## src/rtl/emp_pkg.sv

```systemverilog
// Purpose: shared constants and types of the external memory port
// Assumes: APB register map with one aligned 32-bit word per register
// Notes: intervals are counted in core clock periods

// ****************************************************************
// constants and types
// ****************************************************************
package emp_pkg;
  // register byte addresses
  localparam logic [11:0] OFS_CONFIG = 12'h000;
  localparam logic [11:0] OFS_TIMING = 12'h004;
  localparam logic [11:0] OFS_STATUS = 12'h008;

  // ext_mem_config layout
  localparam int CFG_MODE_LSB = 2;
  localparam int CFG_NONMUX_BIT = 4;
  localparam int CFG_PAGE_LSB = 8;
  localparam logic [15:0] CFG_MASK = 16'hff1c;
  localparam logic [15:0] CONFIG_RST = 16'h0000;

  // timing register layout; widths and latch times hold duration minus one
  localparam int TIM_ACS_LSB = 0;
  localparam int TIM_ACW_LSB = 4;
  localparam int TIM_ACH_LSB = 8;
  localparam int TIM_ALEH_LSB = 12;
  localparam int TIM_ALEL_LSB = 14;
  localparam logic [15:0] TIM_MASK = 16'hf3f3;
  localparam logic [15:0] TIMING_RST = 16'hf3f3;

  // status layout
  localparam int STA_BUSY_BIT = 0;
  localparam int STA_CLAIM_BIT = 1;
  localparam int STA_RDATA_LSB = 8;

  // control pin positions: latch strobe, read strobe, write strobe
  localparam int CTL_ALE = 0;
  localparam int CTL_RD = 1;
  localparam int CTL_WR = 2;

  // first address that lies off-chip in the split maps
  localparam logic [15:0] ONCHIP_LIMIT = 16'h0400;

  typedef enum logic [1:0] {
    EMP_ONCHIP = 2'h0,
    EMP_SPLIT_NOBANK = 2'h1,
    EMP_SPLIT_BANK = 2'h2,
    EMP_OFFCHIP = 2'h3
  } emp_mode_t;

  typedef enum logic [6:0] {
    ST_IDLE = 7'h01,
    ST_ALE_HI = 7'h02,
    ST_ALE_LO = 7'h04,
    ST_SETUP = 7'h08,
    ST_STROBE = 7'h10,
    ST_HOLD = 7'h20,
    ST_DONE = 7'h40
  } emp_state_t;
endpackage

```

## src/rtl/emp_ext_mem_port.sv

```systemverilog
// Purpose: ext_mem_port control: pin ownership and strobe timing
// Assumes: core raises core_req only while core_busy is low
// Notes: pins trail the phase machine by one register stage

`timescale 1ns/1ps

// ****************************************************************
// top module
// ****************************************************************
module emp_ext_mem_port (
  // clock and reset
  input wire logic sys_clk,
  input wire logic rst_b,
  // apb slave
  input wire logic psel,
  input wire logic penable,
  input wire logic pwrite,
  input wire logic [11:0] paddr,
  input wire logic [31:0] pwdata,
  input wire logic [3:0] pstrb,
  output logic [31:0] prdata,
  output logic pready,
  output logic pslverr,
  // core external move request
  input wire logic core_req,
  input wire logic core_we,
  input wire logic [15:0] core_addr,
  input wire logic [7:0] core_wdata,
  output logic core_busy,
  output logic core_done,
  output logic core_offchip,
  output logic [7:0] core_rdata,
  // port 1: data, or address low and data when multiplexed
  input wire logic [7:0] p1_in,
  input wire logic [7:0] p1_latch,
  input wire logic [7:0] p1_latch_oe,
  input wire logic [7:0] p1_push_pull,
  output logic [7:0] p1_out,
  output logic [7:0] p1_oe,
  // port 2: address low when non-multiplexed
  input wire logic [7:0] p2_latch,
  input wire logic [7:0] p2_latch_oe,
  input wire logic [7:0] p2_push_pull,
  output logic [7:0] p2_out,
  output logic [7:0] p2_oe,
  // port 3: address high
  input wire logic [7:0] p3_latch,
  input wire logic [7:0] p3_latch_oe,
  input wire logic [7:0] p3_push_pull,
  output logic [7:0] p3_out,
  output logic [7:0] p3_oe,
  // control pins: bit 0 P0.0 latch strobe, bit 1 P4.4 read, bit 2 P4.5 write
  input wire logic [2:0] ctl_latch,
  input wire logic [2:0] ctl_latch_oe,
  input wire logic [2:0] ctl_push_pull,
  output logic [2:0] ctl_out,
  output logic [2:0] ctl_oe
);

  // ****************************************************************
  // declarations
  // ****************************************************************
  logic [15:0] ext_mem_config;
  logic [15:0] bus_timing;
  emp_pkg::emp_state_t state;
  emp_pkg::emp_state_t next_state;
  emp_pkg::emp_state_t after_latch;
  emp_pkg::emp_mode_t mem_mode;
  logic nonmux;
  logic [7:0] page;
  logic [1:0] addr_ctrl_setup;
  logic [3:0] strobe_pulse_width;
  logic [1:0] addr_ctrl_hold;
  logic [1:0] latch_high_time;
  logic [1:0] latch_low_time;
  logic offchip;
  logic accept;
  logic [15:0] addr_q;
  logic we_q;
  logic [7:0] wdata_q;
  logic rd_sample;
  logic ivl_load;
  logic [3:0] ivl_val;
  logic ivl_last;
  logic active;
  logic in_latch;
  logic in_access;
  logic in_strobe;
  logic [7:0] upper_addr;
  logic [7:0] p1_val;
  logic [7:0] p1_drive;
  logic [2:0] ctl_val;
  logic [2:0] ctl_claim;
  logic setup_phase;
  logic wr_en;
  logic addr_hit;
  logic [31:0] rd_mux;

  // ****************************************************************
  // field decode
  // ****************************************************************
  // page, mux and mode bits share one register
  assign mem_mode = emp_pkg::emp_mode_t'(ext_mem_config[emp_pkg::CFG_MODE_LSB +: 2]);
  assign nonmux = ext_mem_config[emp_pkg::CFG_NONMUX_BIT];
  assign page = ext_mem_config[emp_pkg::CFG_PAGE_LSB +: 8];
  // every interval is a count of core clock periods
  assign addr_ctrl_setup = bus_timing[emp_pkg::TIM_ACS_LSB +: 2];
  assign strobe_pulse_width = bus_timing[emp_pkg::TIM_ACW_LSB +: 4];
  assign addr_ctrl_hold = bus_timing[emp_pkg::TIM_ACH_LSB +: 2];
  assign latch_high_time = bus_timing[emp_pkg::TIM_ALEH_LSB +: 2];
  assign latch_low_time = bus_timing[emp_pkg::TIM_ALEL_LSB +: 2];

  // ****************************************************************
  // apb slave
  // ****************************************************************
  function automatic logic [15:0] lane_merge(input logic [15:0] old,
                                             input logic [31:0] wd,
                                             input logic [3:0] strb,
                                             input logic [15:0] mask);
    logic [15:0] merged;
    merged = old;
    if (strb[0]) begin
      merged[7:0] = wd[7:0];
    end
    if (strb[1]) begin
      merged[15:8] = wd[15:8];
    end
    return merged & mask;
  endfunction

  assign setup_phase = psel && !penable;
  // pready is high only in the single access cycle, so this fires once
  assign wr_en = psel && penable && pready && pwrite;
  assign addr_hit = (paddr == emp_pkg::OFS_CONFIG) || (paddr == emp_pkg::OFS_TIMING) ||
                    (paddr == emp_pkg::OFS_STATUS);

  always_comb begin
    rd_mux = 32'h0000_0000;
    case (paddr)
      emp_pkg::OFS_CONFIG: begin
        rd_mux[15:0] = ext_mem_config;
      end
      emp_pkg::OFS_TIMING: begin
        rd_mux[15:0] = bus_timing;
      end
      emp_pkg::OFS_STATUS: begin
        rd_mux[emp_pkg::STA_BUSY_BIT] = (state != emp_pkg::ST_IDLE);
        rd_mux[emp_pkg::STA_CLAIM_BIT] = active;
        rd_mux[emp_pkg::STA_RDATA_LSB +: 8] = core_rdata;
      end
      default: begin
        rd_mux = 32'h0000_0000;
      end
    endcase
  end

  always_ff @(posedge sys_clk) begin
    if (!rst_b) begin
      pready <= 1'b0;
      pslverr <= 1'b0;
      prdata <= 32'h0000_0000;
    end else begin
      pready <= setup_phase;
      if (setup_phase) begin
        pslverr <= !addr_hit;
        prdata <= pwrite ? 32'h0000_0000 : rd_mux;
      end
    end
  end

  always_ff @(posedge sys_clk) begin
    if (!rst_b) begin
      ext_mem_config <= emp_pkg::CONFIG_RST;
      bus_timing <= emp_pkg::TIMING_RST;
    end else if (wr_en) begin
      // mux select and four memory maps
      if (paddr == emp_pkg::OFS_CONFIG) begin
        ext_mem_config <= lane_merge(ext_mem_config, pwdata, pstrb, emp_pkg::CFG_MASK);
      end
      // setup, pulse and hold ranges fixed by field width
      if (paddr == emp_pkg::OFS_TIMING) begin
        bus_timing <= lane_merge(bus_timing, pwdata, pstrb, emp_pkg::TIM_MASK);
      end
    end
  end

  // ****************************************************************
  // request acceptance
  // ****************************************************************
  always_comb begin
    case (mem_mode)
      emp_pkg::EMP_ONCHIP: offchip = 1'b0;
      emp_pkg::EMP_OFFCHIP: offchip = 1'b1;
      default: offchip = (core_addr >= emp_pkg::ONCHIP_LIMIT);
    endcase
  end

  assign accept = (state == emp_pkg::ST_IDLE) && core_req;

  always_ff @(posedge sys_clk) begin
    if (!rst_b) begin
      addr_q <= 16'h0000;
      we_q <= 1'b0;
      wdata_q <= 8'h00;
    end else if (accept && offchip) begin
      addr_q <= core_addr;
      we_q <= core_we;
      wdata_q <= core_wdata;
    end
  end

  always_ff @(posedge sys_clk) begin
    if (!rst_b) begin
      core_busy <= 1'b0;
      core_done <= 1'b0;
      core_offchip <= 1'b0;
    end else begin
      core_busy <= (next_state != emp_pkg::ST_IDLE);
      core_done <= (state == emp_pkg::ST_DONE) || (accept && !offchip);
      if (accept) begin
        core_offchip <= offchip;
      end
    end
  end

  // ****************************************************************
  // phase machine
  // ****************************************************************
  // zero setup skips the setup phase altogether
  assign after_latch = (addr_ctrl_setup != 2'h0) ? emp_pkg::ST_SETUP : emp_pkg::ST_STROBE;

  always_comb begin
    next_state = state;
    case (state)
      emp_pkg::ST_IDLE: begin
        // only off-chip moves start a bus cycle
        if (accept && offchip) begin
          next_state = nonmux ? after_latch : emp_pkg::ST_ALE_HI;
        end
      end
      emp_pkg::ST_ALE_HI: begin
        if (ivl_last) begin
          next_state = emp_pkg::ST_ALE_LO;
        end
      end
      emp_pkg::ST_ALE_LO: begin
        if (ivl_last) begin
          next_state = after_latch;
        end
      end
      emp_pkg::ST_SETUP: begin
        if (ivl_last) begin
          next_state = emp_pkg::ST_STROBE;
        end
      end
      emp_pkg::ST_STROBE: begin
        if (ivl_last) begin
          next_state = (addr_ctrl_hold != 2'h0) ? emp_pkg::ST_HOLD : emp_pkg::ST_DONE;
        end
      end
      emp_pkg::ST_HOLD: begin
        if (ivl_last) begin
          next_state = emp_pkg::ST_DONE;
        end
      end
      emp_pkg::ST_DONE: begin
        next_state = emp_pkg::ST_IDLE;
      end
      default: begin
        next_state = emp_pkg::ST_IDLE;
      end
    endcase
  end

  always_ff @(posedge sys_clk) begin
    if (!rst_b) begin
      state <= emp_pkg::ST_IDLE;
    end else begin
      state <= next_state;
    end
  end

  // interval loaded on phase entry as duration minus one
  assign ivl_load = (next_state != state);

  always_comb begin
    case (next_state)
      emp_pkg::ST_ALE_HI: ivl_val = {2'h0, latch_high_time};
      emp_pkg::ST_ALE_LO: ivl_val = {2'h0, latch_low_time};
      emp_pkg::ST_SETUP: ivl_val = {2'h0, addr_ctrl_setup - 2'h1};
      emp_pkg::ST_STROBE: ivl_val = strobe_pulse_width;
      emp_pkg::ST_HOLD: ivl_val = {2'h0, addr_ctrl_hold - 2'h1};
      default: ivl_val = 4'h0;
    endcase
  end

  emp_interval u_interval (
    .sys_clk(sys_clk),
    .rst_b(rst_b),
    .load(ivl_load),
    .load_val(ivl_val),
    .last(ivl_last)
  );

  // read data taken on the edge that ends the strobe at the pins
  always_ff @(posedge sys_clk) begin
    if (!rst_b) begin
      rd_sample <= 1'b0;
      core_rdata <= 8'h00;
    end else begin
      rd_sample <= (state == emp_pkg::ST_STROBE) && ivl_last && !we_q;
      if (rd_sample) begin
        core_rdata <= p1_in;
      end
    end
  end

  // ****************************************************************
  // bus pin values
  // ****************************************************************
  // done state already gives the pins back
  assign active = (state != emp_pkg::ST_IDLE) && (state != emp_pkg::ST_DONE);
  assign in_latch = (state == emp_pkg::ST_ALE_HI) || (state == emp_pkg::ST_ALE_LO);
  assign in_strobe = (state == emp_pkg::ST_STROBE);
  assign in_access = (state == emp_pkg::ST_SETUP) || in_strobe || (state == emp_pkg::ST_HOLD);
  // only the non-banked split map takes the high byte from the page field, all other maps from the move
  assign upper_addr = (mem_mode == emp_pkg::EMP_SPLIT_NOBANK) ? page : addr_q[15:8];

  always_comb begin
    p1_val = in_latch ? addr_q[7:0] : wdata_q;
    // write data spans setup, strobe and hold
    // data lines float while they are inputs of a read
    p1_drive = (in_latch || (in_access && we_q)) ? 8'hff : 8'h00;
  end

  always_comb begin
    ctl_val = 3'h7;
    ctl_val[emp_pkg::CTL_ALE] = (state == emp_pkg::ST_ALE_HI);
    ctl_val[emp_pkg::CTL_RD] = !(in_strobe && !we_q);
    ctl_val[emp_pkg::CTL_WR] = !(in_strobe && we_q);
    ctl_claim = {3{active}};
    // latch strobe pin is only taken in multiplexed cycles
    ctl_claim[emp_pkg::CTL_ALE] = active && !nonmux;
  end

  // ****************************************************************
  // pin ownership
  // ****************************************************************
  // ownership muxed here, output mode applied per pin
  emp_pin_mux #(.W(8)) u_port1 (
    .sys_clk(sys_clk),
    .rst_b(rst_b),
    .claim({8{active}}),
    .bus_val(p1_val),
    .bus_drive(p1_drive),
    .latch_val(p1_latch),
    .latch_drive(p1_latch_oe),
    .push_pull(p1_push_pull),
    .pin_out(p1_out),
    .pin_oe(p1_oe)
  );

  emp_pin_mux #(.W(8)) u_port2 (
    .sys_clk(sys_clk),
    .rst_b(rst_b),
    .claim({8{active && nonmux}}),
    .bus_val(addr_q[7:0]),
    .bus_drive(8'hff),
    .latch_val(p2_latch),
    .latch_drive(p2_latch_oe),
    .push_pull(p2_push_pull),
    .pin_out(p2_out),
    .pin_oe(p2_oe)
  );

  emp_pin_mux #(.W(8)) u_port3 (
    .sys_clk(sys_clk),
    .rst_b(rst_b),
    .claim({8{active}}),
    .bus_val(upper_addr),
    .bus_drive(8'hff),
    .latch_val(p3_latch),
    .latch_drive(p3_latch_oe),
    .push_pull(p3_push_pull),
    .pin_out(p3_out),
    .pin_oe(p3_oe)
  );

  // strobes pass the same ownership mux and output register as the port pins
  emp_pin_mux #(.W(3)) u_ctl (
    .sys_clk(sys_clk),
    .rst_b(rst_b),
    .claim(ctl_claim),
    .bus_val(ctl_val),
    .bus_drive(3'h7),
    .latch_val(ctl_latch),
    .latch_drive(ctl_latch_oe),
    .push_pull(ctl_push_pull),
    .pin_out(ctl_out),
    .pin_oe(ctl_oe)
  );

endmodule

```

## src/rtl/emp_interval.sv

```systemverilog
// Purpose: down counter that times one bus phase
// Assumes: loaded with duration minus one on phase entry
// Notes: last is high in the final cycle of the phase

`timescale 1ns/1ps

// ****************************************************************
// phase interval counter
// ****************************************************************
module emp_interval (
  // clock and reset
  input wire logic sys_clk,
  input wire logic rst_b,
  // control
  input wire logic load,
  input wire logic [3:0] load_val,
  // status
  output logic last
);
  logic [3:0] count;

  always_ff @(posedge sys_clk) begin
    if (!rst_b) begin
      count <= 4'h0;
    end else if (load) begin
      count <= load_val;
    end else if (count != 4'h0) begin
      count <= count - 4'h1;
    end
  end

  assign last = (count == 4'h0);
endmodule

```

## src/rtl/emp_pin_mux.sv

```systemverilog
// Purpose: hands a group of port pins to the bus or back to the port
// Assumes: latch_val and latch_drive come from port latch or crossbar
// Notes: output mode is applied after the ownership choice

`timescale 1ns/1ps

// ****************************************************************
// pin ownership and output mode
// ****************************************************************
module emp_pin_mux #(
  parameter int W = 8
) (
  // clock and reset
  input wire logic sys_clk,
  input wire logic rst_b,
  // bus side
  input wire logic [W-1:0] claim,
  input wire logic [W-1:0] bus_val,
  input wire logic [W-1:0] bus_drive,
  // port side
  input wire logic [W-1:0] latch_val,
  input wire logic [W-1:0] latch_drive,
  input wire logic [W-1:0] push_pull,
  // pins
  output logic [W-1:0] pin_out,
  output logic [W-1:0] pin_oe
);
  logic [W-1:0] next_out;
  logic [W-1:0] next_drive;

  always_comb begin
    next_out = (claim & bus_val) | (~claim & latch_val);
    next_drive = (claim & bus_drive) | (~claim & latch_drive);
  end

  always_ff @(posedge sys_clk) begin
    if (!rst_b) begin
      pin_out <= '1;
      pin_oe <= '0;
    end else begin
      pin_out <= next_out;
      // open-drain pins only pull low, whoever owns them
      pin_oe <= next_drive & (push_pull | ~next_out);
    end
  end
endmodule

```

## config.mk

```make
export PLATFORM = sky130hd
export DESIGN_NAME = emp_ext_mem_port
export DESIGN_NICKNAME = d
export VERILOG_FILES = /design/src/rtl/emp_pkg.sv /design/src/rtl/emp_ext_mem_port.sv /design/src/rtl/emp_interval.sv /design/src/rtl/emp_pin_mux.sv
export SDC_FILE = /design/constraint.sdc
export NUM_CORES = 1
export LEC_CHECK = 0
export BUFFER_PORTS_ARGS = -buffer_cell sky130_fd_sc_hd__buf_2
export CAP_MARGIN = 20
export CORE_MARGIN = 3
export CORE_UTILIZATION = 47
export DETAILED_ROUTE_END_ITERATION = 7
export GPL_TIMING_DRIVEN = 1
export PLACE_DENSITY = 0.8
export SYNTH_ARGS = -nofsm -noshare
export SYNTH_HDL_FRONTEND = slang
export SYNTH_SLANG_ARGS = --single-unit
```

## constraint.sdc

```tcl
create_clock -name sys_clk -period 2.5 [get_ports sys_clk]
set_input_delay 0.125 -clock sys_clk [delete_from_list [all_inputs] [get_ports sys_clk]]
set_output_delay 0.125 -clock sys_clk [all_outputs]
set_load 0.05 [all_outputs]
```

# Yosys cells after proc, flatten, opt, wreduce, memory -nomap -nowiden
# Index checks and enable logic that the tools add are counted.
# word_totals
reg_bits	159
# op_classes
n_addsub	3
magnitude_cmp	1
n_eq_ne	20
muxes	21
bitwise	36
reduce_logical	40
# ops
op	n
$and A8 B8 Y8	13
$or A8 B8 Y8	9
$mux W7	7
$pmux W7 S6	1
$not A8 Y8	5
$mux W8	3
$pmux W8 S3	1
$pmux W4 S5	1
$ge A16 B11 Y1 const B	1
$mux W16	1
$logic_and A1 B1 Y1	15
$eq A7 B2 Y1 const B	2
$eq A7 B3 Y1 const B	2
$eq A7 B4 Y1 const B	2
$eq A7 B5 Y1 const B	2
$eq A7 B6 Y1 const B	2
$ne A7 B1 Y1 const B	2
$and A3 B3 Y3	4
$eq A12 B3 Y1 const B	1
$eq A12 B4 Y1 const B	1
$logic_not A12 Y1	1
$pmux W6 S2	1
$reduce_and A3 Y1	4
$mux W5	2
19 further kinds	38

# Logic depth before layout (Yosys ltp)
# logic_depth
ltp_word	9
mapped_depth	9
ltp_nobuf	8

# Cells and area by module
# From an unflattened synthesis, not the netlist that was laid out.
# hier_totals
cells_unflattened	692
hier_area_um2	6391.1
# by_module_without_submodules
mod	n_inst	cells_each	area_each_um2	seq_area_each_um2
emp_ext_mem_port	1	501	4062.6	1701.6
emp_pin_mux at u_port1 ...	3	50	624.3	320.3
emp_interval	1	23	230.2	80.1
emp_pin_mux at u_ctl	1	18	225.2	120.1

# Worst setup path before layout
# OpenSTA, ideal clock, no wires.
# synth_path
kind	register to register
startpoint	register ext_mem_config[3]
endpoint	register u_interval.count[0]
setup_time_ns	0.135
arrival_time_ns	2.073
t_required_ns	2.365
slack_ns	0.292
path_stages_with_launch	9
period_less_slack_ns	2.208
path_cell_list	dfxtp_1 -> inv_1 -> ha_1 -> or4_4 -> o221ai_4 -> nor2_4 -> a31o_1 -> a222oi_1 -> a211oi_2
# synth_via
elab_chain_len	8
# synth_rtl
item	line	source
from (decl)	emp_ext_mem_port.sv:63	logic [15:0] ext_mem_config;
from (signal assigned)	emp_ext_mem_port.sv:173	ext_mem_config <= emp_pkg::CONFIG_RST;
from (signal assigned)	emp_ext_mem_port.sv:178	ext_mem_config <= lane_merge(ext_mem_config, pwdata, pstrb, emp_pkg::CFG_MASK);
$eq A2 B2 Y1 or $logic_not A2 Y1 (tied branches)	emp_ext_mem_port.sv:191	case (mem_mode)
$pmux W1 S2 *	emp_ext_mem_port.sv:191	
$logic_and A1 B1 Y1 *	emp_ext_mem_port.sv:237	if (accept && offchip) begin
$mux W7 *	emp_ext_mem_port.sv:237	
$pmux W7 S6 *	emp_ext_mem_port.sv:234	case (state)
$eq A7 B6 Y1 (tied with other cells)	emp_ext_mem_port.sv:287	case (next_state)
$pmux W4 S5	emp_ext_mem_port.sv:287	
$mux W4	emp_interval.sv:25	end else if (load) begin
to (signal assigned)	emp_interval.sv:26	count <= load_val;
to (signal assigned)	emp_interval.sv:28	count <= count - 4'h1;
to (decl)	emp_interval.sv:20	logic [3:0] count;
# Mark *: on every way between the ends. The rest lies on a longest branch, timed or not.
# A chain may end at the register's enable or synchronous reset.

# Worst setup path in the final report
# layout_path
startpoint	register ext_mem_config[2]
endpoint	register u_port3.pin_oe[4]
# layout_via
elab_chain_len	7
# layout_rtl
item	line	source
$eq A2 B1 Y1	emp_ext_mem_port.sv:327	assign upper_addr = (mem_mode == emp_pkg::EMP_SPLIT_NOBANK) ? page : addr_q[15:8];
$mux W8	emp_ext_mem_port.sv:327	
$and A8 B8 Y8	emp_pin_mux.sv:32	next_out = (claim & bus_val) | (~claim & latch_val);
$or A8 B8 Y8	emp_pin_mux.sv:32	
$not A8 Y8	emp_pin_mux.sv:43	pin_oe <= next_drive & (push_pull | ~next_out);
$or A8 B8 Y8	emp_pin_mux.sv:43	
$and A8 B8 Y8	emp_pin_mux.sv:43	
to (signal assigned)	emp_pin_mux.sv:43	
to (decl)	emp_pin_mux.sv:26	output logic [W-1:0] pin_oe
# Every way passes these cells.

==> metrics.md <==
| Metric | Value |
|---|---|
| Layout Skew | 8.50 ps |
| Overflow after GRT | 0 |
| CTS Sinks | 143 |
| Final Cycle Share | 98.9% |
| Crit path launch type | register |
| WHS Endpoint | u_ctl.pin_oe[1] |
| Hold WC Path Type | in -> reg |
| Total Routing Usage GR | 29.9% |
| Skew-Pair Late Insertion Delay | 420 ps |
| Post-route cell area | 9140 um^2 |
| Post-detail-place hpwl | 13600 um |
| TritonCTS clock tree | built |
| Die width | 119 um |
| Worst-path clk slew | 60 ps |
| First-pass GRT wire length | 33700 um |
| Kind of critical path | reg -> reg |
| Worst R2R Start | ext_mem_config[2] |
| Layout area overhead | 51.6% |
| Final hold vios | 0 |
| Sw Pwr | 1.58 mW |
| Fin nets | 1193 |
| #FFs+latches synth | 143 |
| Reg2reg end | u_port3.pin_oe[4] |
| Die ar. | 14200 um^2 |
| Crit path required time | 2860 ps |
| Root Buffer | clkbuf_16 |
| CP peak stage delay | 570 ps |
| Final worst path period need | 2470 ps |
| Initial core utilization | 49.2% |
| EDFF count, synth | 0 |
| TritonCTS Buffers | 17 |
| PwrDens | 654 nW/um^2 |
| Dominant cell type by area after synthesis | dfxtp_1 |
| Largest net degree at the start of global routing | 54 |
| Combinational fraction of design power | 16.4% |
| Clk buf depth | 2 |
| Post-Syn Instances | 674 |
| DRT iter0 DRCs | 596 |
| Sequential power share | 40.0% |
| Fill count | 835 |
| Yosys warnings | 0 |
| Synth Cell Area | 6030 um^2 |
| Die Y | 119 um |
| Final setup violation count | 0 |
| Worst EP arrival | 2830 ps |
| I/O Buffers | 232 |
| Peak supply drop | 518 uV |
| DRT antenna net count | 0 |
| Slew @ Worst Pin | 778 ps |
| R2R cell count | 6 |
| Most common cell after layout, fill and taps aside | buf_2 |
| First-pass detailed-route iteration total | 5 |
| Internal | 4.40 mW |
| DRC viols | 0 |
| FMAX | 404 MHz |
| MaxCap Viol Count | 0 |
| Max H-tree Level | 4 |
| Share of Yosys cell area claimed by the top area cell type | 47.5% |
| Synth Flop Type | dfxtp_1 |
| Status | finished, final reports clean |
| PnR worst setup slack | 26.5 ps |
| Final slew viol count | 0 |
| Placed cell area | 7310 um^2 |
| Clock Power Share | 43.6% |
| Reg2reg setup slack | 30 ps |
| Slew HR | 48.0% |
| Pre-CTS setup slack | 141 ps |
| GP Congestion | 0.901 |
| Synth Area per Inst | 8.94 um^2 |
| Post-synthesis sequential area ratio | 47.5% |
| CP endpoint kind | register |
| Leakage power | 4.14 nW |
| Commonest cells after routing, fill and taps aside | buf_2 (232), dfxtp_1 (143), nand2_1 (130) |
| Initial antenna violation count | 4 |
| Switching share of power | 26.4% |
| Avg WL per Cell | 18.1 um |
| Synth unique cells | 65 |
| Cell Rows | 40 |
| Vias/cell | 5.37 |
| DRT Wirelength | 21800 um |
| Crit-path cells | ha_1, mux2i_1, nor2_1, a21oi_1, o221a_1, dlygate4sd3_1 |
| Slowest stage cell, crit path | dlygate4sd3_1 |
| Share of layout cells above drive strength 1 | 29.0% |
| Ys async rst share | 0% |
| WHS Path Cells | 2 |
| Routed vias | 6473 |
| Synth top area cells | dfxtp_1 (47%), mux2i_1 (9.5%), nand2_1 (8.1%) |
| CP Max Fanout | 8 |
| Num ports | 267 |
| HP Start | ctl_latch_oe[1] |
| Vias in the first global route | 6399 |
| Area of the core | 12300 um^2 |
-- critical path, delay by kind of cell, from the launching register on --
kind / cells / cell delay, ps
compound gates: 2 / 470
fa+ha+maj: 1 / 500
buf+inv: 1 / 570
flops: 1 / 380
mux: 1 / 410
simple gates: 1 / 90
-- metrics by stage --
step	utilization, %	hold WS [ps]	std cells	total power, mW	TNS [ps]
finish	74.5	26.5	1206	5.98	0
floorplan	-	254	689	2.98	0
global placement	59.6	339	1051	3.22	0
detailed placement	59.6	355	1051	3.23	0
CTS	74.4	13.5	1203	5.95	0
global route	74.5	35.7	1206	6.16	-18.4
-- worst max path at each step --
stage	end	from
final	u_port3.pin_oe[4]	ext_mem_config[2]
after global routing	u_port3.pin_oe[4]	ext_mem_config[2]
after CTS	u_port3.pin_oe[4]	state[3]
after detailed placement	u_interval.count[1]	ext_mem_config[3]
after global placement	u_interval.count[0]	ext_mem_config[3]
after floorplan	u_interval.count[0]	ext_mem_config[3]
-- timing repair --
action | CTS | global route
gates resized for setup | 0 | 2
hold endpoints to repair | 109 | 0
endpoints found under the setup margin | 0 | 2
hold buffers | 120 | 0
setup buffers | 0 | 0
-- logic make-up after synthesis --
group | count (synthesis) | share of synthesized area, %
and+or+nand+nor | 265 | 19.7
DFF | 143 | 47.5
AOI/OAI and AO/OA | 136 | 16.8
buffers and inverters | 65 | 5.23
muxes | 59 | 9.84
adders and majority gates | 3 | 0.623
xor gates and xnor gates | 2 | 0.291
other | 1 | 0.0622
-- sequential cells by signal, indices dropped and copies added (netlist names), 7 cells and up --
name	cells
u_port2.pin_out	8
u_port2.pin_oe	8
wdata_q	8
u_port1.pin_out	8
ext_mem_config	11
state	7
addr_q	16
bus_timing	12
u_port1.pin_oe	8
u_port3.pin_oe	8
core_rdata	8
prdata	16
u_port3.pin_out	8
-- metal layers --
metal	share of wire (%)	track usage [%]	vias to the layer above
met5	0.060	0	-
met4	2.6	10.8	2
met3	7.1	6.51	50
met2	52	53.0	350
met1	39	35.3	3039
li1	-	-	3032
-- power by group through the flow --
stage / Sequential, mW / Combinational, mW / Clock [mW]
floorplan: 2.60 / 0.382 / 0
global placement: 2.43 / 0.786 / 0
detailed placement: 2.43 / 0.797 / 0
CTS: 2.38 / 0.951 / 2.61
global route: 2.39 / 1.04 / 2.73
finish: 2.39 / 0.979 / 2.61
-- synth_stat cells (5+ instances only) --
cell type  number
o21ai_0        12
a21oi_1        50
nand2_1       130
o221a_1        19
nor3_1         11
or3_1           5
a222oi_1        5
mux2i_1        57
o211a_1         8
and2_1          5
nor2_1         74
a22oi_1        13
nor2b_1         5
clkbuf_1       30
dfxtp_1       143
nand3_1         6
buf_4          16
inv_1          11
-- cell type report --
class,count,area (um^2),area share [%]
diodes,3,7.51,0.0822
inverters,12,45.0,0.493
repair buffers,367,2490,27.2
well taps,168,210,2.30
clock buffers,21,470,5.15
flip-flops and latches,143,2860,31.3
clock inverters,11,138,1.51
multi-input cells,481,2920,31.9
No activity file was read; power rests on OpenSTA's default activity.
